==> src/rtl/port_two_pkg.sv <==
// constants shared by the four-pin port block
package port_two_pkg;
   // register word offsets as printed (not multiples of four, so byte address = 4 * index)
   localparam logic [7:0] DATA_IDX      = 8'h00;  // port_two_latch
   localparam logic [7:0] PIN0_CTRL_IDX = 8'h10;  // pin0_ctrl_reg
   localparam logic [7:0] PIN1_CTRL_IDX = 8'h11;  // pin1_ctrl_reg
   localparam logic [7:0] PIN2_CTRL_IDX = 8'h12;  // pin2_ctrl_reg
   localparam logic [7:0] PIN3_CTRL_IDX = 8'h13;  // pin3_ctrl_reg
   localparam logic [7:0] PULL_CTRL_IDX = 8'h20;  // pull_sense_ctrl_reg
   localparam logic [7:0] IRQ_STAT_IDX  = 8'h21;  // sticky event status
   localparam logic [7:0] IRQ_MASK_IDX  = 8'h22;  // event mask
   // control register field positions
   localparam int MOD_BIT = 0;  // termination / drive choice
   localparam int DIR_BIT = 1;  // io way
   localparam int SMP_BIT = 2;  // sample clock choice
   localparam int IE_BIT  = 3;  // irq allow
   localparam int PUD_BIT = 2;  // pull polarity bit of pull control register
   // reset values
   localparam logic [3:0] CTRL_RESET = 4'h0;
   localparam logic [3:0] DATA_RESET = 4'h0;
   localparam logic [3:0] PULL_RESET = 4'h0;
   // timing: 64 Hz tick derived from 10 MHz clock
   localparam int CLK_HZ        = 10_000_000;
   localparam int TICK_HZ       = 64;
   localparam int TICK_CYCLES   = CLK_HZ / TICK_HZ;  // 156250 cycles per tick
endpackage

==> src/rtl/tick_divider.sv <==
// divider that makes a one-cycle enable pulse every PERIOD cycles
`timescale 1ns/1ps
module tick_divider #(
   parameter int PERIOD = port_two_pkg::TICK_CYCLES  // cycles between pulses
) (
   input  wire logic clk,
   input  wire logic reset,
   output logic      tick
);
   logic [31:0] count;  // cycles since last pulse

   // free-running count, pulse on wrap
   always_ff @(posedge clk)
   begin
      if (reset)
      begin
         count <= 32'h0000_0000;
         tick  <= 1'b0;
      end
      else if (count == 32'(PERIOD - 1))
      begin
         count <= 32'h0000_0000;
         tick  <= 1'b1;
      end
      else
      begin
         count <= count + 32'h0000_0001;
         tick  <= 1'b0;
      end
   end
endmodule

==> src/rtl/pin_event_detect.sv <==
// per-pin change detector sampling on the chosen clock
`timescale 1ns/1ps
module pin_event_detect (
   input  wire logic clk,
   input  wire logic reset,
   input  wire logic level,       // already synchronised pin level
   input  wire logic tick,        // 64 Hz enable pulse
   input  wire logic use_sysclk,  // 1: sample every cycle
   input  wire logic allow,       // interrupt enable of the pin
   output logic      change       // one-cycle change pulse
);
   logic sampled;  // last value taken at a sample point
   logic primed;   // first sample seen since reset
   logic take;     // sample point this cycle

   assign take = use_sysclk | tick;

   // sample, compare with previous sample
   always_ff @(posedge clk)
   begin
      if (reset)
      begin
         sampled <= 1'b0;
         primed  <= 1'b0;
         change  <= 1'b0;
      end
      else
      begin
         change <= 1'b0;
         if (take)
         begin
            sampled <= level;
            primed  <= 1'b1;
            // gated by enable so a disabled pin raises nothing
            change  <= primed & allow & (level != sampled);
         end
      end
   end
endmodule

==> src/rtl/port_two.sv <==
// four-pin general purpose port with per-pin control and pin-change interrupts
// What this block does
// - irq allow bit gates pin interrupts
// - sample clock: 64 Hz tick or system clock
// - direction bit: input or output from latch
// - input: terminated or high impedance
// - output: push-pull or open drain
// - control registers reset to zero
// - data latch drives output pins
// - data read returns pin level on inputs
// - pull polarity from separate control bit
//
// Chosen here: the APB slave port.
`timescale 1ns/1ps
module port_two #(
   parameter int TICK_PERIOD = port_two_pkg::TICK_CYCLES  // 64 Hz divider length
) (
   input  wire logic        clk,
   input  wire logic        reset,
   // apb slave
   input  wire logic        psel,
   input  wire logic        penable,
   input  wire logic        pwrite,
   input  wire logic [11:0] paddr,
   input  wire logic [31:0] pwdata,
   output logic             pready,
   output logic [31:0]      prdata,
   output logic             pslverr,
   // pins
   input  wire logic [3:0]  pin_in,        // pad levels, asynchronous
   output logic [3:0]       pin_out,       // value driven
   output logic [3:0]       pin_oe,        // high while driving
   output logic [3:0]       pull_enable,   // termination resistor on
   output logic             pull_polarity, // 1: pull up, 0: pull down
   output logic             irq
);
   logic [3:0] ctrl [4];       // per-pin control registers
   logic [3:0] port_two_latch; // output data latch
   logic [3:0] pull_ctrl;      // pull_sense_ctrl_reg
   logic [3:0] irq_stat;       // sticky events
   logic [3:0] irq_mask;       // 1 lets event reach irq
   logic [3:0] sync1;          // first synchroniser stage
   logic [3:0] sync2;          // synchronised pin levels
   logic [3:0] change;         // per-pin change pulses
   logic       tick;           // 64 Hz enable
   logic [9:0] idx;            // word index
   logic       wr_en;          // write at access end
   logic       rd_sel;         // read setup phase
   logic       mapped;         // address hits a register
   logic [3:0] next_rd;        // read value
   logic [3:0] dir;            // per-pin direction
   logic [3:0] mode;           // per-pin mode bit

   assign idx    = paddr[11:2];
   assign wr_en  = psel & penable & pwrite & pready;
   assign rd_sel = psel & ~penable & ~pwrite;

   // gather direction and mode bits
   always_comb
   begin
      for (int i = 0; i < 4; i++)
      begin
         dir[i]  = ctrl[i][port_two_pkg::DIR_BIT];
         mode[i] = ctrl[i][port_two_pkg::MOD_BIT];
      end
   end

   // address decode, unaligned low bits ignored
   always_comb
   begin
      mapped  = 1'b1;
      next_rd = 4'h0;
      case (idx[7:0])
         // inputs show pin level, outputs their latch
         port_two_pkg::DATA_IDX:
            next_rd = (dir & port_two_latch) | (~dir & sync2);
         port_two_pkg::PIN0_CTRL_IDX, port_two_pkg::PIN1_CTRL_IDX,
         port_two_pkg::PIN2_CTRL_IDX, port_two_pkg::PIN3_CTRL_IDX:
            next_rd = 4'h0;  // write only, reads zero
         port_two_pkg::PULL_CTRL_IDX: next_rd = pull_ctrl;
         port_two_pkg::IRQ_STAT_IDX:  next_rd = irq_stat;
         port_two_pkg::IRQ_MASK_IDX:  next_rd = irq_mask;
         default:                     mapped  = 1'b0;
      endcase
      if (idx[9:8] != 2'b00)
      begin
         mapped = 1'b0;
      end
   end

   // apb answer: one wait-free access phase, read data registered in setup
   always_ff @(posedge clk)
   begin
      if (reset)
      begin
         pready  <= 1'b0;
         prdata  <= 32'h0000_0000;
         pslverr <= 1'b0;
      end
      else
      begin
         // ready during the access phase only
         // pslverr only flags a miss; control writes decode idx[9:2], other writes an exact index
         pready  <= psel & ~penable;
         pslverr <= psel & ~penable & ~mapped;
         if (rd_sel)
         begin
            prdata <= {28'h000_0000, next_rd};
         end
      end
   end

   // per-pin control registers, cleared by reset
   always_ff @(posedge clk)
   begin
      if (reset)
      begin
         for (int i = 0; i < 4; i++)
         begin
            ctrl[i] <= port_two_pkg::CTRL_RESET;
         end
      end
      else if (wr_en && idx[9:2] == {2'b00, port_two_pkg::PIN0_CTRL_IDX[7:2]})
      begin
         // the low two index bits pick the pin
         ctrl[idx[1:0]] <= pwdata[3:0];
      end
   end

   // data latch and pull control
   always_ff @(posedge clk)
   begin
      if (reset)
      begin
         port_two_latch <= port_two_pkg::DATA_RESET;
         pull_ctrl      <= port_two_pkg::PULL_RESET;
      end
      else if (wr_en)
      begin
         // writes land in the latch even for input pins, so a later switch is glitch free
         if (idx == 10'(port_two_pkg::DATA_IDX))
         begin
            port_two_latch <= pwdata[3:0];
         end
         if (idx == 10'(port_two_pkg::PULL_CTRL_IDX))
         begin
            pull_ctrl <= pwdata[3:0];
         end
      end
   end

   // pad control derived from direction, mode and latch
   always_ff @(posedge clk)
   begin
      if (reset)
      begin
         pin_out       <= 4'h0;
         pin_oe        <= 4'h0;
         pull_enable   <= 4'h0;
         pull_polarity <= 1'b0;
      end
      else
      begin
         // pads follow register changes one cycle late
         for (int i = 0; i < 4; i++)
         begin
            if (dir[i])
            begin
               // open drain drives only a low
               pin_out[i] <= mode[i] ? 1'b0 : port_two_latch[i];
               pin_oe[i]  <= mode[i] ? ~port_two_latch[i] : 1'b1;
               pull_enable[i] <= 1'b0;
            end
            else
            begin
               pin_out[i]     <= 1'b0;
               pin_oe[i]      <= 1'b0;
               pull_enable[i] <= ~mode[i];
            end
         end
         pull_polarity <= pull_ctrl[port_two_pkg::PUD_BIT];
      end
   end

   // two-stage synchroniser for the pads
   always_ff @(posedge clk)
   begin
      if (reset)
      begin
         sync1 <= 4'h0;
         sync2 <= 4'h0;
      end
      else
      begin
         // only the second stage reads the first, which may be metastable
         sync1 <= pin_in;
         sync2 <= sync1;
      end
   end

   // shared 64 Hz tick
   // one divider for all pins keeps their slow samples in step
   tick_divider #(
      .PERIOD(TICK_PERIOD)
   ) u_tick (
      .clk  (clk),
      .reset(reset),
      .tick (tick)
   );

   // one change detector per pin
   // each pin keeps its own sample and prime state
   for (genvar g = 0; g < 4; g++)
   begin : g_pin
      pin_event_detect u_det (
         .clk       (clk),
         .reset     (reset),
         .level     (sync2[g]),
         .tick      (tick),
         .use_sysclk(ctrl[g][port_two_pkg::SMP_BIT]),
         .allow     (ctrl[g][port_two_pkg::IE_BIT]),
         .change    (change[g])
      );
   end

   // sticky status, write one to clear, new event wins
   always_ff @(posedge clk)
   begin
      if (reset)
      begin
         irq_stat <= 4'h0;
         irq_mask <= 4'h0;
      end
      else
      begin
         if (wr_en && idx == 10'(port_two_pkg::IRQ_STAT_IDX))
         begin
            irq_stat <= (irq_stat & ~pwdata[3:0]) | change;
         end
         else
         begin
            irq_stat <= irq_stat | change;
         end
         if (wr_en && idx == 10'(port_two_pkg::IRQ_MASK_IDX))
         begin
            irq_mask <= pwdata[3:0];
         end
      end
   end

   // level interrupt, registered
   // a flop output keeps the pin clean, at the cost of one cycle of lag
   always_ff @(posedge clk)
   begin
      if (reset)
      begin
         irq <= 1'b0;
      end
      else
      begin
         irq <= |(irq_stat & irq_mask);
      end
   end

   // checks, all on the system clock; reset parks every attempt except in a_reset_clears and the covers
   // control registers 1 to 3 come out of reset cleared
   a_reset_clears: assert property (@(posedge clk)
      $past(reset) |-> (ctrl[1] == 4'h0 && ctrl[2] == 4'h0 && ctrl[3] == 4'h0))
      else $error("control not cleared by reset");
   // a push-pull output follows the latch one cycle later
   a_dir_drives: assert property (@(posedge clk) disable iff (reset)
      (dir[1] && !mode[1]) |=> (pin_oe[1] && pin_out[1] == $past(port_two_latch[1])))
      else $error("output pin not driven from latch");
   // an input pin never drives its pad
   a_input_float: assert property (@(posedge clk) disable iff (reset)
      !dir[2] |=> !pin_oe[2])
      else $error("input pin driven");
   // open drain may drive only a low
   a_open_drain: assert property (@(posedge clk) disable iff (reset)
      pin_oe[3] && pin_out[3] |-> !$past(mode[3]))
      else $error("open drain drove high");
   // termination follows the mode bit on inputs
   a_input_term: assert property (@(posedge clk) disable iff (reset)
      (!dir[0]) |=> (pull_enable[0] == !$past(mode[0])))
      else $error("termination wrong");
   // polarity comes from the pull control register only
   a_pull_sense: assert property (@(posedge clk) disable iff (reset)
      ##1 pull_polarity == $past(pull_ctrl[2]))
      else $error("pull polarity not from pull control");
   // data read mixes pin levels and latch by direction
   a_data_read: assert property (@(posedge clk) disable iff (reset)
      (rd_sel && idx == 10'h000) |=>
         prdata[3:0] == (($past(dir) & $past(port_two_latch)) | (~$past(dir) & $past(sync2))))
      else $error("data read mismatch");
   // a data write lands in the latch
   a_latch_write: assert property (@(posedge clk) disable iff (reset)
      (wr_en && idx == 10'h000) |=> port_two_latch == $past(pwdata[3:0]))
      else $error("latch not written");
   // a disabled pin raises no change
   a_irq_gate: assert property (@(posedge clk) disable iff (reset)
      change[1] |-> $past(ctrl[1][3]))
      else $error("event from disabled pin");
   // system clock sampling turns a pad change into status two cycles on
   a_sysclk_edge: assert property (@(posedge clk) disable iff (reset)
      ($past(ctrl[1]) == 4'hC && ctrl[1] == 4'hC && $changed(sync2[1])) |-> ##2 irq_stat[1])
      else $error("system clock sampling missed change");
   // 64 Hz sampling stays quiet between ticks
   a_slow_quiet: assert property (@(posedge clk) disable iff (reset)
      (!ctrl[1][port_two_pkg::SMP_BIT] && !tick) |=> !change[1])
      else $error("change outside a sample tick");
   // a pending status bit survives until written with a one
   a_stat_sticky: assert property (@(posedge clk) disable iff (reset)
      (irq_stat[1] && !(wr_en && idx == 10'h021 && pwdata[1])) |=> irq_stat[1])
      else $error("status bit lost without a clear");
   // a new event wins over a clear in the same cycle
   a_set_wins: assert property (@(posedge clk) disable iff (reset)
      change[1] |=> irq_stat[1])
      else $error("event lost");
   // the interrupt line tracks unmasked status one cycle late
   a_irq_level: assert property (@(posedge clk) disable iff (reset)
      ##1 irq == |($past(irq_stat) & $past(irq_mask)))
      else $error("interrupt line wrong");
   // an output pin carries no termination
   a_output_noterm: assert property (@(posedge clk) disable iff (reset)
      dir[3] |=> !pull_enable[3])
      else $error("termination on an output");
   // push-pull drives the pad at either level
   a_push_pull: assert property (@(posedge clk) disable iff (reset)
      (dir[0] && !mode[0]) |=> pin_oe[0])
      else $error("push-pull output not driven");
   // a control write lands in the addressed pin's register
   a_ctrl_write: assert property (@(posedge clk) disable iff (reset)
      (wr_en && idx == 10'h012) |=> ctrl[2] == $past(pwdata[3:0]))
      else $error("control write lost");
   // ready stands for a single cycle
   a_ready_pulse: assert property (@(posedge clk) disable iff (reset)
      pready |=> !pready)
      else $error("ready held too long");
   // main scenarios
   c_write_ctrl: cover property (@(posedge clk) wr_en && idx == 10'h011);
   c_irq_fire:   cover property (@(posedge clk) $rose(irq));
   c_open_drain: cover property (@(posedge clk) dir[3] && mode[3] && pin_oe[3]);
   c_slow_event: cover property (@(posedge clk) tick ##1 change[1]);
   c_unmapped:   cover property (@(posedge clk) pready && pslverr);
endmodule

==> config.mk <==
export PLATFORM = sky130hd
export DESIGN_NAME = port_two
export DESIGN_NICKNAME = d
export VERILOG_FILES = /design/src/rtl/port_two_pkg.sv /design/src/rtl/tick_divider.sv /design/src/rtl/pin_event_detect.sv /design/src/rtl/port_two.sv
export SDC_FILE = /design/constraint.sdc
export NUM_CORES = 1
export LEC_CHECK = 0
export ABC_AREA = 0
export BUFFER_PORTS_ARGS = -buffer_cell sky130_fd_sc_hd__buf_2
export CORE_AREA = 10 10 110 112
export CTS_CLUSTER_DIAMETER = 80
export DETAILED_ROUTE_END_ITERATION = 12
export DIE_AREA = 0 0 120 122
export PLACE_DENSITY = 0.75
export SLEW_MARGIN = 0
export SYNTH_ARGS = -nofsm -noshare
export SYNTH_HDL_FRONTEND = slang
export SYNTH_HIERARCHICAL = 1
export SYNTH_SLANG_ARGS = --single-unit
==> constraint.sdc <==
create_clock -name clk -period 1.7 [get_ports clk]
set_clock_uncertainty 0.15 [all_clocks]
set_input_delay 0.255 -clock clk [delete_from_list [all_inputs] [get_ports clk]]
set_output_delay 0.255 -clock clk [all_outputs]
set_load 0.02 [all_outputs]
# --- Yosys cells after proc, flatten, opt, wreduce, memory -nomap -nowiden ---
# Memory sizes are Yosys's and may differ from the RTL's.
# Cells that the tools add are included.
word_totals:
  in_bits: 53
  mem_count: 1
  out_inout_bits: 48
  reg_bits: 89
  elab_cells: 146
  latchBits: 0
  ramBits: 16
  rom_bits: 0
op_classes:
  eq_ne: 16
  add_sub_neg: 1
  shifts: 0
  mul: 0
  reduce_logical: 28
  order_cmp: 0
  bitwise_logic: 46
  mux: 17
  div: 0
memory_table:
  columns: ["name", "depth", "word_bits", "read_ports", "rd_ports_with_merged_regs", "wr", "line_no", "rtl"]
  rows:
  - ["ctrl", 4, 4, 4, 0, 4, "port_two.sv:37", "logic [3:0] ctrl [4];"]
op_table:
  columns: ["cell", "n"]
  rows:
  - ["adder 32 x 1 -> 32 bit, second input constant", 1]
  - ["equality test 32 x 18 -> 1 bit, second input constant", 1]
  - ["equality test 8 x 5 -> 1 bit, second input constant", 4]
  - ["equality test 10 x 6 -> 1 bit, second input constant", 3]
  - ["OR reduction 2 bit", 13]
  - ["equality test 8 x 6 -> 1 bit, second input constant", 3]
  - ["NOT 1 bit", 19]
  - ["AND 4 bit", 4]
  - ["case mux 4 bit (4 select lines)", 1]
  - ["AND 1 bit", 14]
  - ["2-to-1 mux 1 bit", 13]
  - ["bitwise OR 4 bit", 3]
  - ["OR reduction 3 bit", 4]
  - ["zero test 10 bit", 1]
  - ["equality test 8 x 3 -> 1 bit, second input constant", 1]
  - ["zero test 8 bit", 1]
  - ["2-to-1 mux 4 bit", 2]
  - ["NOT 4 bit", 2]
  - ["OR reduction 4 bit", 2]
  - ["OR reduction 8 bit", 1]
  - ["!= test 1 bit", 4]
  - ["bitwise OR 1 bit", 4]
  - ["AND reduction 2 bit", 2]
  - ["logical AND 1 bit", 3]
  - ["2 further kinds", 2]

# --- Logic depth before layout (Yosys ltp) ---
# Gate-level depths: netlist (run 1).
depth:
  depth_word: 9
  ltp_mapped: 7
  ltp_nobuf: 6

# --- Cells and area by module ---
# The synthesis (run 1) kept the hierarchy.
by_module_without_submodules:
  columns: ["mod", "seq_area_each_um2", "instances", "area_per_inst_um2", "cells_each"]
  rows:
  - ["port_two", 1361.3, 1, 2512.4, 242]
  - ["tick_divider", 660.6, 1, 1820.5, 211]
  - ["pin_event_detect", 60.1, 4, 112.6, 12]

# --- Worst setup path before layout (run 1) ---
# Ideal clock, no wire load.
synth_path:
  path_type: "register -> register"
  startpoint: "reg u_tick.count[5]"
  endpoint: "reg u_tick.count[27]"
  arrival_time_ns: 1.594
  n_path_buf: 0
  setup_ns: 0.066
  period_less_slack_ns: 1.810
  t_required_ns: 1.484
  setup_slack_ns: -0.110
  stages_incl_launch_ff: 5
  path_cell_list: "dfxtp_1 > nand4_2 > or4_4 > or4_4 > a21oi_2"
synth_via:
  elab_chain_cells: 2
  word_cells_on_any_way: 3
  cone_classes: "add/sub: 1; eq/ne: 1; reduce/logical: 1"
synth_lines:
  columns: ["element", "line_no", "rtl"]
  rows:
  - ["start, declared", "tick_divider.sv:10", "logic [31:0] count;"]
  - ["start signal, assigned", "tick_divider.sv:27", "count <= count + 32'h0000_0001;"]
  - ["branches (longest 2 deep; another with adder 32 x 1 -> 32 bit)", null, null]
# Several ways; the timed one is not identified.
# A chain may end at the register's enable or synchronous reset.

# --- Final worst setup path (run 1) ---
layout_path:
  startpoint: "reg u_tick.count[21]"
  endpoint: "reg u_tick.count[31]"
# The elaborated chain is that of the path after synthesis.

==> metrics.txt, run 1 <==
# TYPE chip_impl_metric gauge
chip_impl_info{name="result_of_the_run",value="finished, violations left"} 1
chip_impl_info{name="failed_checks",value="negative setup slack"} 1
chip_impl_metric{name="detailedPlace.worstSlack",unit="ps"} -191
chip_impl_metric{name="cp_data_required_time",unit="ps"} 1850
chip_impl_info{name="synth-main-ff-cell",value="dfxtp_1"} 1
chip_impl_metric{name="setup_violations",unit=""} 32
chip_impl_metric{name="worst_slack",unit="ps"} -148
chip_impl_metric{name="synthSimpleGateAreaFrac",unit="%"} 28.3
chip_impl_metric{name="layout.cell_area.non_filler",unit="mm^2"} 0.00617
chip_impl_metric{name="fill_cells",unit=""} 822
chip_impl_metric{name="crit_path_max_fanout",unit=""} 6
chip_impl_metric{name="htreeDepth",unit=""} 3
chip_impl_metric{name="register_bit_total_from_synthesis",unit=""} 105
chip_impl_metric{name="ir_drop",unit="V"} 0.000399
chip_impl_metric{name="arithmetic_cell_share_of_the_synthesized_area_counting_full_adders_half_adders_and_majority_gates",unit="%"} 0.732
chip_impl_metric{name="ant_nets",unit=""} 0
chip_impl_metric{name="port-buffer-count",unit=""} 42
chip_impl_metric{name="final_nets",unit=""} 681
chip_impl_info{name="mostFrequentLayoutCell",value="buf_4"} 1
chip_impl_metric{name="worst_skew_pair.late_latency",unit="ps"} 380
chip_impl_metric{name="xor_and_xnor_area_share_after_synthesis",unit="%"} 2.75
chip_impl_metric{name="seq_area_frac_synth",unit="%"} 47.3
chip_impl_metric{name="arrival",unit="ps"} 2000
chip_impl_metric{name="diodes",unit=""} 0
chip_impl_metric{name="post-route-drc-count",unit=""} 0
chip_impl_info{name="criticalPathCategory",value="flip-flop to flip-flop"} 1
chip_impl_metric{name="yosysWarningCount",unit=""} 6
chip_impl_metric{name="totalWireLength",unit="mm"} 12.2
chip_impl_metric{name="placedCellCount",unit=""} 730
chip_impl_metric{name="post-dp-hpwl",unit="mm"} 8.69
chip_impl_info{name="clock_root_cell",value="clkbuf_8"} 1
chip_impl_metric{name="grt_start_max_net_pins",unit=""} 20
chip_impl_metric{name="ctsLongestPathBuffers",unit=""} 2
chip_impl_metric{name="total_leakage_power",unit="nW"} 2.35
chip_impl_metric{name="place_area",unit="mm^2"} 0.00551
chip_impl_metric{name="grtUsageTotal",unit="%"} 15.8
chip_impl_metric{name="grt_overflow",unit=""} 0
chip_impl_metric{name="hold-worst-slack",unit="ps"} 24.0
chip_impl_metric{name="netlist_instances",unit=""} 501
chip_impl_metric{name="finalCritPeriodShare",unit="%"} 109
chip_impl_metric{name="synthMuxAreaShare",unit="%"} 2.09
chip_impl_metric{name="dr_total_vias",unit=""} 4158
chip_impl_metric{name="synth_compound_gate_area_share",unit="%"} 10.6
chip_impl_metric{name="routabilityCongestion",unit=""} 0.895
chip_impl_metric{name="initial_utilization",unit="%"} 47.6
chip_impl_metric{name="io_pins",unit=""} 101
chip_impl_metric{name="die_x",unit="um"} 120
chip_impl_metric{name="synthesis.area",unit="mm^2"} 0.00478
chip_impl_metric{name="cts.clk_slew.worst_paths",unit="ps"} 120
chip_impl_metric{name="power.density_cell_area",unit="mW/mm^2"} 712
chip_impl_metric{name="synthesis.area_per_instance",unit="um^2"} 9.55
chip_impl_metric{name="fp.dieArea",unit="mm^2"} 0.0146
chip_impl_metric{name="post_route_cells_drive_above_1_share",unit="%"} 34.2
chip_impl_metric{name="core_utilization_of_the_finished_layout",unit="%"} 61.4
chip_impl_metric{name="tritoncts.num_buffers",unit=""} 9
chip_impl_metric{name="vias_in_the_first_global_route",unit=""} 3963
chip_impl_info{name="crit_path_end_kind",value="flip-flop"} 1
chip_impl_metric{name="async_reset_ff_share",unit="%"} 0
chip_impl_info{name="crit_path_cell_trace",value="nand4_1 -> or4_4 -> nor4_2 -> mux2i_1"} 1
chip_impl_metric{name="cp_slowest_stage_delay",unit="ps"} 560
chip_impl_info{name="cp_slowest_cell",value="or4_4"} 1
chip_impl_metric{name="drv.max_cap_violation_count",unit=""} 0
chip_impl_metric{name="core",unit="mm^2"} 0.0100
chip_impl_info{name="critPathLaunchType",value="flip-flop"} 1
chip_impl_metric{name="final_number_of_max_transition_violations",unit=""} 0
chip_impl_metric{name="die_span_in_y",unit="um"} 122
chip_impl_metric{name="slew-limit-headroom",unit="%"} 62.5
chip_impl_info{name="mostFrequentLayoutCells",value="78 x buf_4, 70 x dfxtp_1, 46 x nor2_1"} 1
chip_impl_metric{name="detail_route.wl_per_cell",unit="um"} 16.0
chip_impl_metric{name="worstMarginPinSlew",unit="ps"} 561
chip_impl_metric{name="final_cell_count_no_fill",unit=""} 767
chip_impl_metric{name="synth_edf_count",unit=""} 16
chip_impl_info{name="grt_setup_unrepaired",value="true"} 1
chip_impl_metric{name="period_needed",unit="ps"} 1850
chip_impl_metric{name="detail_route.iter0.violations",unit=""} 237
chip_impl_metric{name="routed_via_density",unit=""} 5.42
chip_impl_metric{name="max_frequency",unit="MHz"} 541
chip_impl_info{name="synth_top_family_by_area",value="simple AND/OR/NAND/NOR gates"} 1
chip_impl_metric{name="cts_sinks",unit=""} 105
chip_impl_metric{name="syn2layout_area_growth",unit="%"} 29.0
chip_impl_metric{name="firstDrtPassIters",unit=""} 5
chip_impl_metric{name="ys_types",unit=""} 59
chip_impl_metric{name="antenna_found_initial",unit=""} 0
chip_impl_metric{name="grt_first_pass_wirelength",unit="mm"} 19.2
chip_impl_info{name="hold_class",value="input pin to flip-flop"} 1
chip_impl_info{name="tritoncts_clock_tree",value="built"} 1
chip_impl_metric{name="core.rowCount",unit=""} 37
chip_impl_metric{name="final_hold_viol_count",unit=""} 0
## state kept, by name, summed over array words and instances (netlist names), 4 cells and up
register,count
g_pin.u_det/primed,4
sync2,4
sync1,4
g_pin.u_det/change,4
pull_enable,4
pin_oe,4
pin_out,4
ctrl,16
pull_ctrl,4
irq_mask,4
port_two_latch,4
u_tick/count,32
g_pin.u_det/sampled,4
prdata,4
irq_stat,4
## layout make-up
cell class | count | area (um^2) | area share [%]
Multi-Input combinational cell | 359 | 2460 | 39.8
Sequential cell | 105 | 2310 | 37.4
Timing Repair Buffer | 139 | 998 | 16.2
Tap cell | 136 | 170 | 2.76
Clock buffer | 10 | 128 | 2.07
Clock inverter | 6 | 61.3 | 0.994
Inverter | 12 | 45.0 | 0.730
## cells in the mapped netlist, drive strengths merged, types with 8 or more instances
cell type	count	area, um^2
nor2	51	191
nor4	12	90.1
mux2i	10	100
or4	13	105
o21ai	24	120
nand2b	12	75.1
o31ai	11	82.6
nand4	20	146
dfxtp	89	1780
and4	8	72.6
buf	42	309
nand3b	15	113
nand3	15	80.1
inv	12	45.0
nand2	16	60.1
nor3	17	85.1
a21oi	22	114
nor2b	11	68.8
xor2	9	78.8
clkbuf	10	38.8
edfxtp	16	480
## logic make-up (layout without fill, tap and decap cells)
| kind of cell | count (synthesis) | in the layout |
|---|---|---|
| xor+xnor | 15 | 15 |
| buf+inv | 64 | 167 |
| fa+ha+maj | 3 | 3 |
| simple gates | 222 | 222 |
| compound gates | 81 | 81 |
| mux | 10 | 10 |
| other cells | 1 | 28 |
| flops | 105 | 105 |
## report_power, final
group / switching, mW / leakage [nW] / total [mW] / internal [mW]
clock: 0.912 / 0.0917 / 1.48 / 0.566
sequential: 0.0243 / 0.906 / 2.57 / 2.54
combinational: 0.211 / 1.36 / 0.346 / 0.135
total: 1.15 / 2.35 / 4.39 / 3.24
## worst max-delay path: cells and delay by family (launching register included)
| family | cells | cell delay (ps) |
|---|---|---|
| DFF | 1 | 390 |
| muxes | 1 | 240 |
| and+or+nand+nor | 3 | 990 |
## stage by stage
step,setup TNS (ps),power [mW]
floorplan,-136,2.87
global placement,-4510,2.92
detailed placement,-5430,2.93
CTS,-2390,4.40
global route,-7310,4.56
finish,-3860,4.39
## metal layers
layer | wire [um] | vias to the layer above | global-route usage, %
met4 | 239 | 0 | 5.73
met5 | 0 | - | 0
met2 | 6190 | 134 | 26.9
li1 | - | 2024 | -
met1 | 5150 | 1977 | 19.3
met3 | 670 | 23 | 3.42
## what timing repair did
action | in CTS | in global routing
hold endpoints to repair | 9 | 0
cloned | 1 | 1
buffers inserted | 5 | 5
hold buffers | 9 | 0
gates resized for setup | 32 | 46
setup endpoints to repair | 32 | 45
pin swaps | 3 | 11
## worst paths after layout
kind / from / end / slack [ps] / depth (start not counted)
min reg2reg: u_tick/count[0] / u_tick/count[0] / 310 / 1
max: u_tick/count[21] / u_tick/count[31] / -150 / 4
min: psel / pready / 20 / 2
max reg2reg: u_tick/count[21] / u_tick/count[31] / -150 / 4
No activity file was read; power rests on OpenSTA's default activity.
==> run 2, diff against run 1 <==
--- a/config.mk
+++ b/config.mk
@@ -7,11 +7,11 @@
 export LEC_CHECK = 0
 export ABC_AREA = 0
 export BUFFER_PORTS_ARGS = -buffer_cell sky130_fd_sc_hd__buf_2
-export CORE_AREA = 10 10 110 112
+export CORE_AREA = 10 10 122 124
 export CTS_CLUSTER_DIAMETER = 80
 export DETAILED_ROUTE_END_ITERATION = 12
-export DIE_AREA = 0 0 120 122
-export PLACE_DENSITY = 0.75
+export DIE_AREA = 0 0 132 134
+export PLACE_DENSITY = 0.62
 export SLEW_MARGIN = 0
 export SYNTH_ARGS = -nofsm -noshare
 export SYNTH_HDL_FRONTEND = slang
==> run 2 against run 1 <==
Compared with the run above:
- the flow still finishes with violations (negative setup slack)
- via count down 2.8%
- critical path depth up 2
- core utilization down 11 points
- cell count up 4.4%
- setup slack better by 38 ps
- clock power up 43%
- global-route usage down 2.7 points
- combinational power down 2%
- maximum frequency up 2.1%
- first-iteration DRC count up 23%
- count of clock-buffer cells in the layout up 1
- critical path type unchanged
- critical endpoint is now u_tick/count[30]
- highest routed layer unchanged
==> metrics.txt, run 2 (synthesis gave the netlist of run 1 again) <==
# TYPE chip_impl_metric gauge
chip_impl_info{name="global_route.peak_usage_layer",value="met2"} 1
chip_impl_metric{name="io_pins",unit=""} 101
chip_impl_metric{name="placedCellCount",unit=""} 773
chip_impl_metric{name="final_cell_count_no_fill",unit=""} 801
chip_impl_info{name="result_of_the_run",value="finished, violations left"} 1
chip_impl_info{name="failed_checks",value="negative setup slack"} 1
chip_impl_metric{name="worst_slack",unit="ps"} -110
chip_impl_metric{name="diodes",unit=""} 0
chip_impl_metric{name="ir_drop",unit="V"} 0.000720
chip_impl_metric{name="cp_num_buf_inv",unit=""} 2
chip_impl_metric{name="ctsLongestPathBuffers",unit=""} 2
chip_impl_metric{name="use_met1",unit="%"} 15.6
chip_impl_metric{name="total_negative_slack_for_setup_checks",unit="ps"} -2440
chip_impl_metric{name="fp.dieArea",unit="mm^2"} 0.0177
chip_impl_info{name="critical_path.most_common_cell",value="buf_6"} 1
chip_impl_info{name="mostFrequentLayoutCells",value="79 x buf_4, 67 x dfxtp_1, 51 x nor2_1"} 1
chip_impl_metric{name="die_x",unit="um"} 132
chip_impl_info{name="hold_class",value="input pin to flip-flop"} 1
chip_impl_metric{name="final_hold_viol_count",unit=""} 0
chip_impl_metric{name="antenna_found_initial",unit=""} 0
chip_impl_metric{name="grt_overflow",unit=""} 0
chip_impl_metric{name="place_area",unit="mm^2"} 0.00561
chip_impl_metric{name="vias_in_the_first_global_route",unit=""} 3975
chip_impl_metric{name="final_number_of_max_transition_violations",unit=""} 0
chip_impl_info{name="clock_root_cell",value="clkbuf_16"} 1
chip_impl_metric{name="grt_start_max_net_pins",unit=""} 20
chip_impl_metric{name="total_leakage_power",unit="nW"} 2.39
chip_impl_metric{name="initial_utilization",unit="%"} 38.4
chip_impl_metric{name="routed_via_density",unit=""} 5.04
chip_impl_metric{name="grt_first_pass_wirelength",unit="mm"} 19.3
chip_impl_metric{name="tritoncts.num_buffers",unit=""} 9
chip_impl_metric{name="cts_sinks",unit=""} 105
chip_impl_info{name="crit_path_cell_trace",value="buf_6 -> nor4bb_4 -> nand4_1 -> o21bai_4 -> buf_6 -> o21ba_4"} 1
chip_impl_metric{name="detail_route.wl_per_cell",unit="um"} 14.6
chip_impl_metric{name="fin_total_pwr",unit="mW"} 5.03
chip_impl_metric{name="worstMarginPinSlew",unit="ps"} 556
chip_impl_info{name="tritoncts_clock_tree",value="built"} 1
chip_impl_metric{name="cp_slowest_stage_delay",unit="ps"} 360
chip_impl_metric{name="max_frequency",unit="MHz"} 552
chip_impl_metric{name="gr-usage-met3",unit="%"} 4.07
chip_impl_info{name="grt_setup_unrepaired",value="true"} 1
chip_impl_info{name="max_flop_register",value="u_tick/count"} 1
chip_impl_metric{name="post-route-drc-count",unit=""} 0
chip_impl_metric{name="totalWireLength",unit="mm"} 11.7
chip_impl_metric{name="core_utilization_of_the_finished_layout",unit="%"} 50.3
chip_impl_metric{name="worst_skew_pair.late_latency",unit="ps"} 350
chip_impl_metric{name="layout.cell_area.non_filler",unit="mm^2"} 0.00627
chip_impl_metric{name="routabilityCongestion",unit=""} 0.899
chip_impl_metric{name="detailedPlace.worstSlack",unit="ps"} -169
chip_impl_metric{name="core.rowCount",unit=""} 41
chip_impl_metric{name="post_route_cells_drive_above_1_share",unit="%"} 32.8
chip_impl_info{name="mostFrequentLayoutCell",value="buf_4"} 1
chip_impl_metric{name="power.density_cell_area",unit="mW/mm^2"} 802
chip_impl_metric{name="multiInputGateArea",unit="mm^2"} 0.00239
chip_impl_metric{name="final-seq-area",unit="mm^2"} 0.00232
chip_impl_info{name="criticalPathCategory",value="flip-flop to flip-flop"} 1
chip_impl_metric{name="detail_route.iter0.violations",unit=""} 292
chip_impl_info{name="critPathLaunchType",value="flip-flop"} 1
chip_impl_info{name="crit_path_end_kind",value="flip-flop"} 1
chip_impl_metric{name="die_span_in_y",unit="um"} 134
chip_impl_metric{name="largest_reg_flops",unit=""} 32
chip_impl_metric{name="post-dp-hpwl",unit="mm"} 8.78
chip_impl_info{name="timing.critical_path.max_delay_family",value="simple AND/OR/NAND/NOR gates"} 1
chip_impl_info{name="cp_slowest_cell",value="dfxtp_4"} 1
chip_impl_metric{name="hold-worst-slack",unit="ps"} 29.0
chip_impl_metric{name="slew-limit-headroom",unit="%"} 62.9
chip_impl_metric{name="crit_path_max_fanout",unit=""} 4
chip_impl_metric{name="port-buffer-count",unit=""} 42
chip_impl_metric{name="final_nets",unit=""} 679
chip_impl_metric{name="drv.max_cap_violation_count",unit=""} 0
chip_impl_info{name="reg_top3",value="u_tick/count x32, ctrl x16"} 1
chip_impl_metric{name="setup_violations",unit=""} 32
chip_impl_metric{name="core",unit="mm^2"} 0.0125
chip_impl_metric{name="firstDrtPassIters",unit=""} 5
chip_impl_metric{name="htreeDepth",unit=""} 3
chip_impl_metric{name="cts.clk_slew.worst_paths",unit="ps"} 70
chip_impl_metric{name="grtUsageTotal",unit="%"} 13.1
chip_impl_metric{name="finalCritPeriodShare",unit="%"} 106
chip_impl_metric{name="cp_data_required_time",unit="ps"} 1790
chip_impl_metric{name="globalRouteMet2Util",unit="%"} 22.4
chip_impl_metric{name="dr_total_vias",unit=""} 4041
chip_impl_metric{name="arrival",unit="ps"} 1900
chip_impl_metric{name="ant_nets",unit=""} 0
chip_impl_metric{name="syn2layout_area_growth",unit="%"} 31.0
chip_impl_metric{name="period_needed",unit="ps"} 1810
chip_impl_metric{name="fill_cells",unit=""} 1155
==> run 2: worst paths after layout <==
path / from / to / slack, ps / cells after the start
worst max register to register: u_tick/count[23] / u_tick/count[30] / -110 / 6
worst max-delay path: u_tick/count[23] / u_tick/count[30] / -110 / 6
worst min register to register: sync1[0] / sync2[0] / 290 / 1
worst min-delay path: pin_in[1] / sync1[1] / 30 / 2
==> run 2: power by group <==
part | total (mW) | internal [mW] | switching [mW]
combinational | 0.339 | 0.137 | 0.202
clock | 2.12 | 1.18 | 0.936
sequential | 2.57 | 2.54 | 0.0278
total | 5.03 | 3.86 | 1.17
==> run 2: area by class of cell <==
class / instances / area share [%]
clock buffer: 11 / 4.39
clock inverter: 5 / 0.599
inverter: 12 / 0.719
multi-input combinational: 359 / 38.1
sequential: 105 / 37.0
tap: 172 / 3.43
timing repair buffer: 137 / 15.7
==> run 2: layer usage <==
layer  up-vias  routed length, um
li1       2022                  -
met1      1897               5120
met2       106               5820
met3        16                610
met4         0                138
met5         -                  0
==> run 2: what timing repair did <==
| item | CTS | global route |
|---|---|---|
| pin swaps | 7 | 13 |
| buffers inserted | 1 | 3 |
| gates resized for setup | 38 | 29 |
| hold endpoints to repair | 8 | 0 |
| hold buffers | 8 | 0 |
| setup endpoints to repair | 32 | 33 |
==> run 2: worst register-to-register path, cell delays in order (launching register included) <==
cell and delay [ps]:
dfxtp_4 360, buf_6 120, nor4bb_4 250, nand4_1 250
o21bai_4 300, buf_6 130, o21ba_4 130
==> run 3, diff against run 2 <==
--- a/config.mk
+++ b/config.mk
@@ -7,11 +7,11 @@
 export LEC_CHECK = 0
 export ABC_AREA = 0
 export BUFFER_PORTS_ARGS = -buffer_cell sky130_fd_sc_hd__buf_2
-export CORE_AREA = 10 10 122 124
+export CORE_AREA = 10 10 115 117
 export CTS_CLUSTER_DIAMETER = 80
 export DETAILED_ROUTE_END_ITERATION = 12
-export DIE_AREA = 0 0 132 134
-export PLACE_DENSITY = 0.62
+export DIE_AREA = 0 0 125 127
+export PLACE_DENSITY = 0.69
 export SLEW_MARGIN = 0
 export SYNTH_ARGS = -nofsm -noshare
 export SYNTH_HDL_FRONTEND = slang
==> run 3 against run 2 <==
Compared with the run above:
- the flow still finishes with violations (negative setup slack)
- maximum frequency down 3.4%
- clock power up 7%
- critical path type unchanged
- core utilization up 7.7 points
- count of clock-buffer cells in the layout up 1
- global-route usage up 1.7 points
- setup slack worse by 64 ps
- critical path depth up 1
- power up 3.5%
- cell count down 3.6%
- highest routed layer unchanged
- worst hold slack better by 43 ps
- largest cell class unchanged
- die area down 10%
==> metrics.txt, run 3 (synthesis gave the netlist of run 1 again) <==
# TYPE chip_impl_metric gauge
chip_impl_metric{name="worstMarginPinSlew",unit="ps"} 524
chip_impl_metric{name="placedCellCount",unit=""} 730
chip_impl_metric{name="final_number_of_max_transition_violations",unit=""} 0
chip_impl_metric{name="ir_drop",unit="V"} 0.000701
chip_impl_metric{name="fill_cells",unit=""} 931
chip_impl_info{name="result_of_the_run",value="finished, violations left"} 1
chip_impl_info{name="max_flop_register",value="u_tick/count"} 1
chip_impl_info{name="mostFrequentLayoutCells",value="69 x dfxtp_1, 65 x buf_4, 44 x nor2_1"} 1
chip_impl_info{name="reg_top3",value="u_tick/count x32, ctrl x16"} 1
chip_impl_metric{name="routabilityCongestion",unit=""} 0.886
chip_impl_metric{name="die_x",unit="um"} 125
chip_impl_metric{name="die_span_in_y",unit="um"} 127
chip_impl_info{name="criticalPathCategory",value="flip-flop to flip-flop"} 1
chip_impl_metric{name="finalCritPeriodShare",unit="%"} 110
chip_impl_metric{name="period_needed",unit="ps"} 1870
chip_impl_info{name="failed_checks",value="negative setup slack"} 1
chip_impl_metric{name="grt_start_max_net_pins",unit=""} 19
chip_impl_info{name="grt_setup_unrepaired",value="true"} 1
chip_impl_metric{name="dr_total_vias",unit=""} 4197
chip_impl_info{name="mostFrequentLayoutCell",value="dfxtp_1"} 1
chip_impl_metric{name="total_negative_slack_for_setup_checks",unit="ps"} -4570
chip_impl_metric{name="layout.cell_area.non_filler",unit="mm^2"} 0.00645
chip_impl_metric{name="detail_route.iter0.violations",unit=""} 332
chip_impl_metric{name="setup_violations",unit=""} 32
chip_impl_metric{name="cts_sinks",unit=""} 105
chip_impl_metric{name="ctsLongestPathBuffers",unit=""} 2
chip_impl_metric{name="cts.clk_slew.worst_paths",unit="ps"} 80
chip_impl_info{name="tritoncts_clock_tree",value="built"} 1
chip_impl_info{name="clock_root_cell",value="clkbuf_16"} 1
chip_impl_info{name="hold_path.startpoint",value="psel"} 1
chip_impl_metric{name="grtUsageTotal",unit="%"} 14.8
chip_impl_metric{name="grt_overflow",unit=""} 0
chip_impl_metric{name="detail_route.wl_per_cell",unit="um"} 16.6
chip_impl_metric{name="diodes",unit=""} 0
chip_impl_metric{name="routed_via_density",unit=""} 5.44
chip_impl_metric{name="slew-limit-headroom",unit="%"} 65.0
chip_impl_metric{name="firstDrtPassIters",unit=""} 5
chip_impl_metric{name="worst_slack",unit="ps"} -174
chip_impl_metric{name="antenna_found_initial",unit=""} 0
chip_impl_info{name="worstReg2RegStart",value="u_tick/count[23]"} 1
chip_impl_metric{name="largest_reg_flops",unit=""} 32
chip_impl_metric{name="vias_in_the_first_global_route",unit=""} 4024
chip_impl_metric{name="syn2layout_area_growth",unit="%"} 34.9
chip_impl_metric{name="hold-worst-slack",unit="ps"} 72.3
chip_impl_metric{name="io_pins",unit=""} 101
chip_impl_metric{name="port-buffer-count",unit=""} 42
chip_impl_metric{name="arrival",unit="ps"} 1960
chip_impl_metric{name="crit_path_max_fanout",unit=""} 6
chip_impl_metric{name="grt_first_pass_wirelength",unit="mm"} 19.7
chip_impl_metric{name="post_route_cells_drive_above_1_share",unit="%"} 35.5
chip_impl_metric{name="cp_data_required_time",unit="ps"} 1790
chip_impl_metric{name="htreeDepth",unit=""} 3
chip_impl_metric{name="ant_nets",unit=""} 0
chip_impl_metric{name="max_frequency",unit="MHz"} 534
chip_impl_metric{name="core.rowCount",unit=""} 39
chip_impl_metric{name="post-route-drc-count",unit=""} 0
chip_impl_info{name="critPathLaunchType",value="flip-flop"} 1
chip_impl_info{name="setup.worst_path.start",value="u_tick/count[23]"} 1
chip_impl_info{name="hold_class",value="input pin to flip-flop"} 1
chip_impl_metric{name="totalWireLength",unit="mm"} 12.8
chip_impl_metric{name="place_area",unit="mm^2"} 0.00548
chip_impl_metric{name="fp.dieArea",unit="mm^2"} 0.0159
chip_impl_info{name="crit_path_end_kind",value="flip-flop"} 1
chip_impl_metric{name="core",unit="mm^2"} 0.0111
chip_impl_metric{name="final_cell_count_no_fill",unit=""} 772
chip_impl_metric{name="power.density_cell_area",unit="mW/mm^2"} 806
chip_impl_metric{name="initial_utilization",unit="%"} 43.0
chip_impl_metric{name="final_hold_viol_count",unit=""} 0
chip_impl_metric{name="tritoncts.num_buffers",unit=""} 9
chip_impl_metric{name="drv.max_cap_violation_count",unit=""} 0
chip_impl_metric{name="worst_skew_pair.late_latency",unit="ps"} 360
chip_impl_metric{name="detailedPlace.worstSlack",unit="ps"} -263
chip_impl_metric{name="total_leakage_power",unit="nW"} 2.44
chip_impl_metric{name="final_nets",unit=""} 679
chip_impl_metric{name="post-dp-hpwl",unit="mm"} 8.64
## run 3: final cells by class
| class | count | area (um^2) | share of cell area [%] |
|---|---|---|---|
| Multi-Input combinational cell | 361 | 2540 | 39.3 |
| Clock inverter | 4 | 53.8 | 0.834 |
| Clock buffer | 12 | 279 | 4.32 |
| Tap cell | 143 | 179 | 2.77 |
| Inverter | 12 | 45.0 | 0.698 |
| Sequential cell | 105 | 2320 | 36.0 |
| Timing Repair Buffer | 135 | 1040 | 16.1 |
## run 3: stage by stage
stage                     total power, mW  util [%]
after floorplan                      2.87         -
after global placement               2.93      49.2
after detailed placement             2.93      49.2
after CTS                            5.19      54.4
after global routing                 5.36      58.0
final                                5.20      58.0
## run 3: worst paths after layout
path | endpoint | slack [ps] | cells after the start
setup / recovery | u_tick/count[23] | -170 | 7
hold / removal | pready | 70 | 2
setup reg to reg | u_tick/count[23] | -170 | 7
hold reg to reg | sync2[0] | 290 | 1
## run 3: worst max-delay path, cell delays in order, from the launching register on
cell      delay [ps]
dfxtp_4          360
buf_6            120
nor4bb_4         250
nand4_1          270
o21bai_4         250
buf_6            150
buf_8            130
a21oi_1           50
## run 3: what timing repair did
action                     CTS  global route
gates resized for setup     33            74
setup buffers                6             8
hold buffers                 9             0
setup endpoints to repair   32            33
pin swaps                    7            16
cloned                       0             3
hold endpoints to repair     9             0
## run 3: report_power, final
| part | internal (mW) | switching [mW] |
|---|---|---|
| registers | 2.54 | 0.0287 |
| clock network | 1.33 | 0.938 |
| logic | 0.148 | 0.217 |
## run 3: routing by layer
| layer | global-route usage (%) | vias up | share of wire [%] |
|---|---|---|---|
| li1 | - | 2042 | - |
| met1 | 17.0 | 2014 | 41 |
| met2 | 26.0 | 109 | 51 |
| met3 | 4.22 | 32 | 5.0 |
| met4 | 4.81 | 0 | 2.4 |
| met5 | 0 | - | 0 |
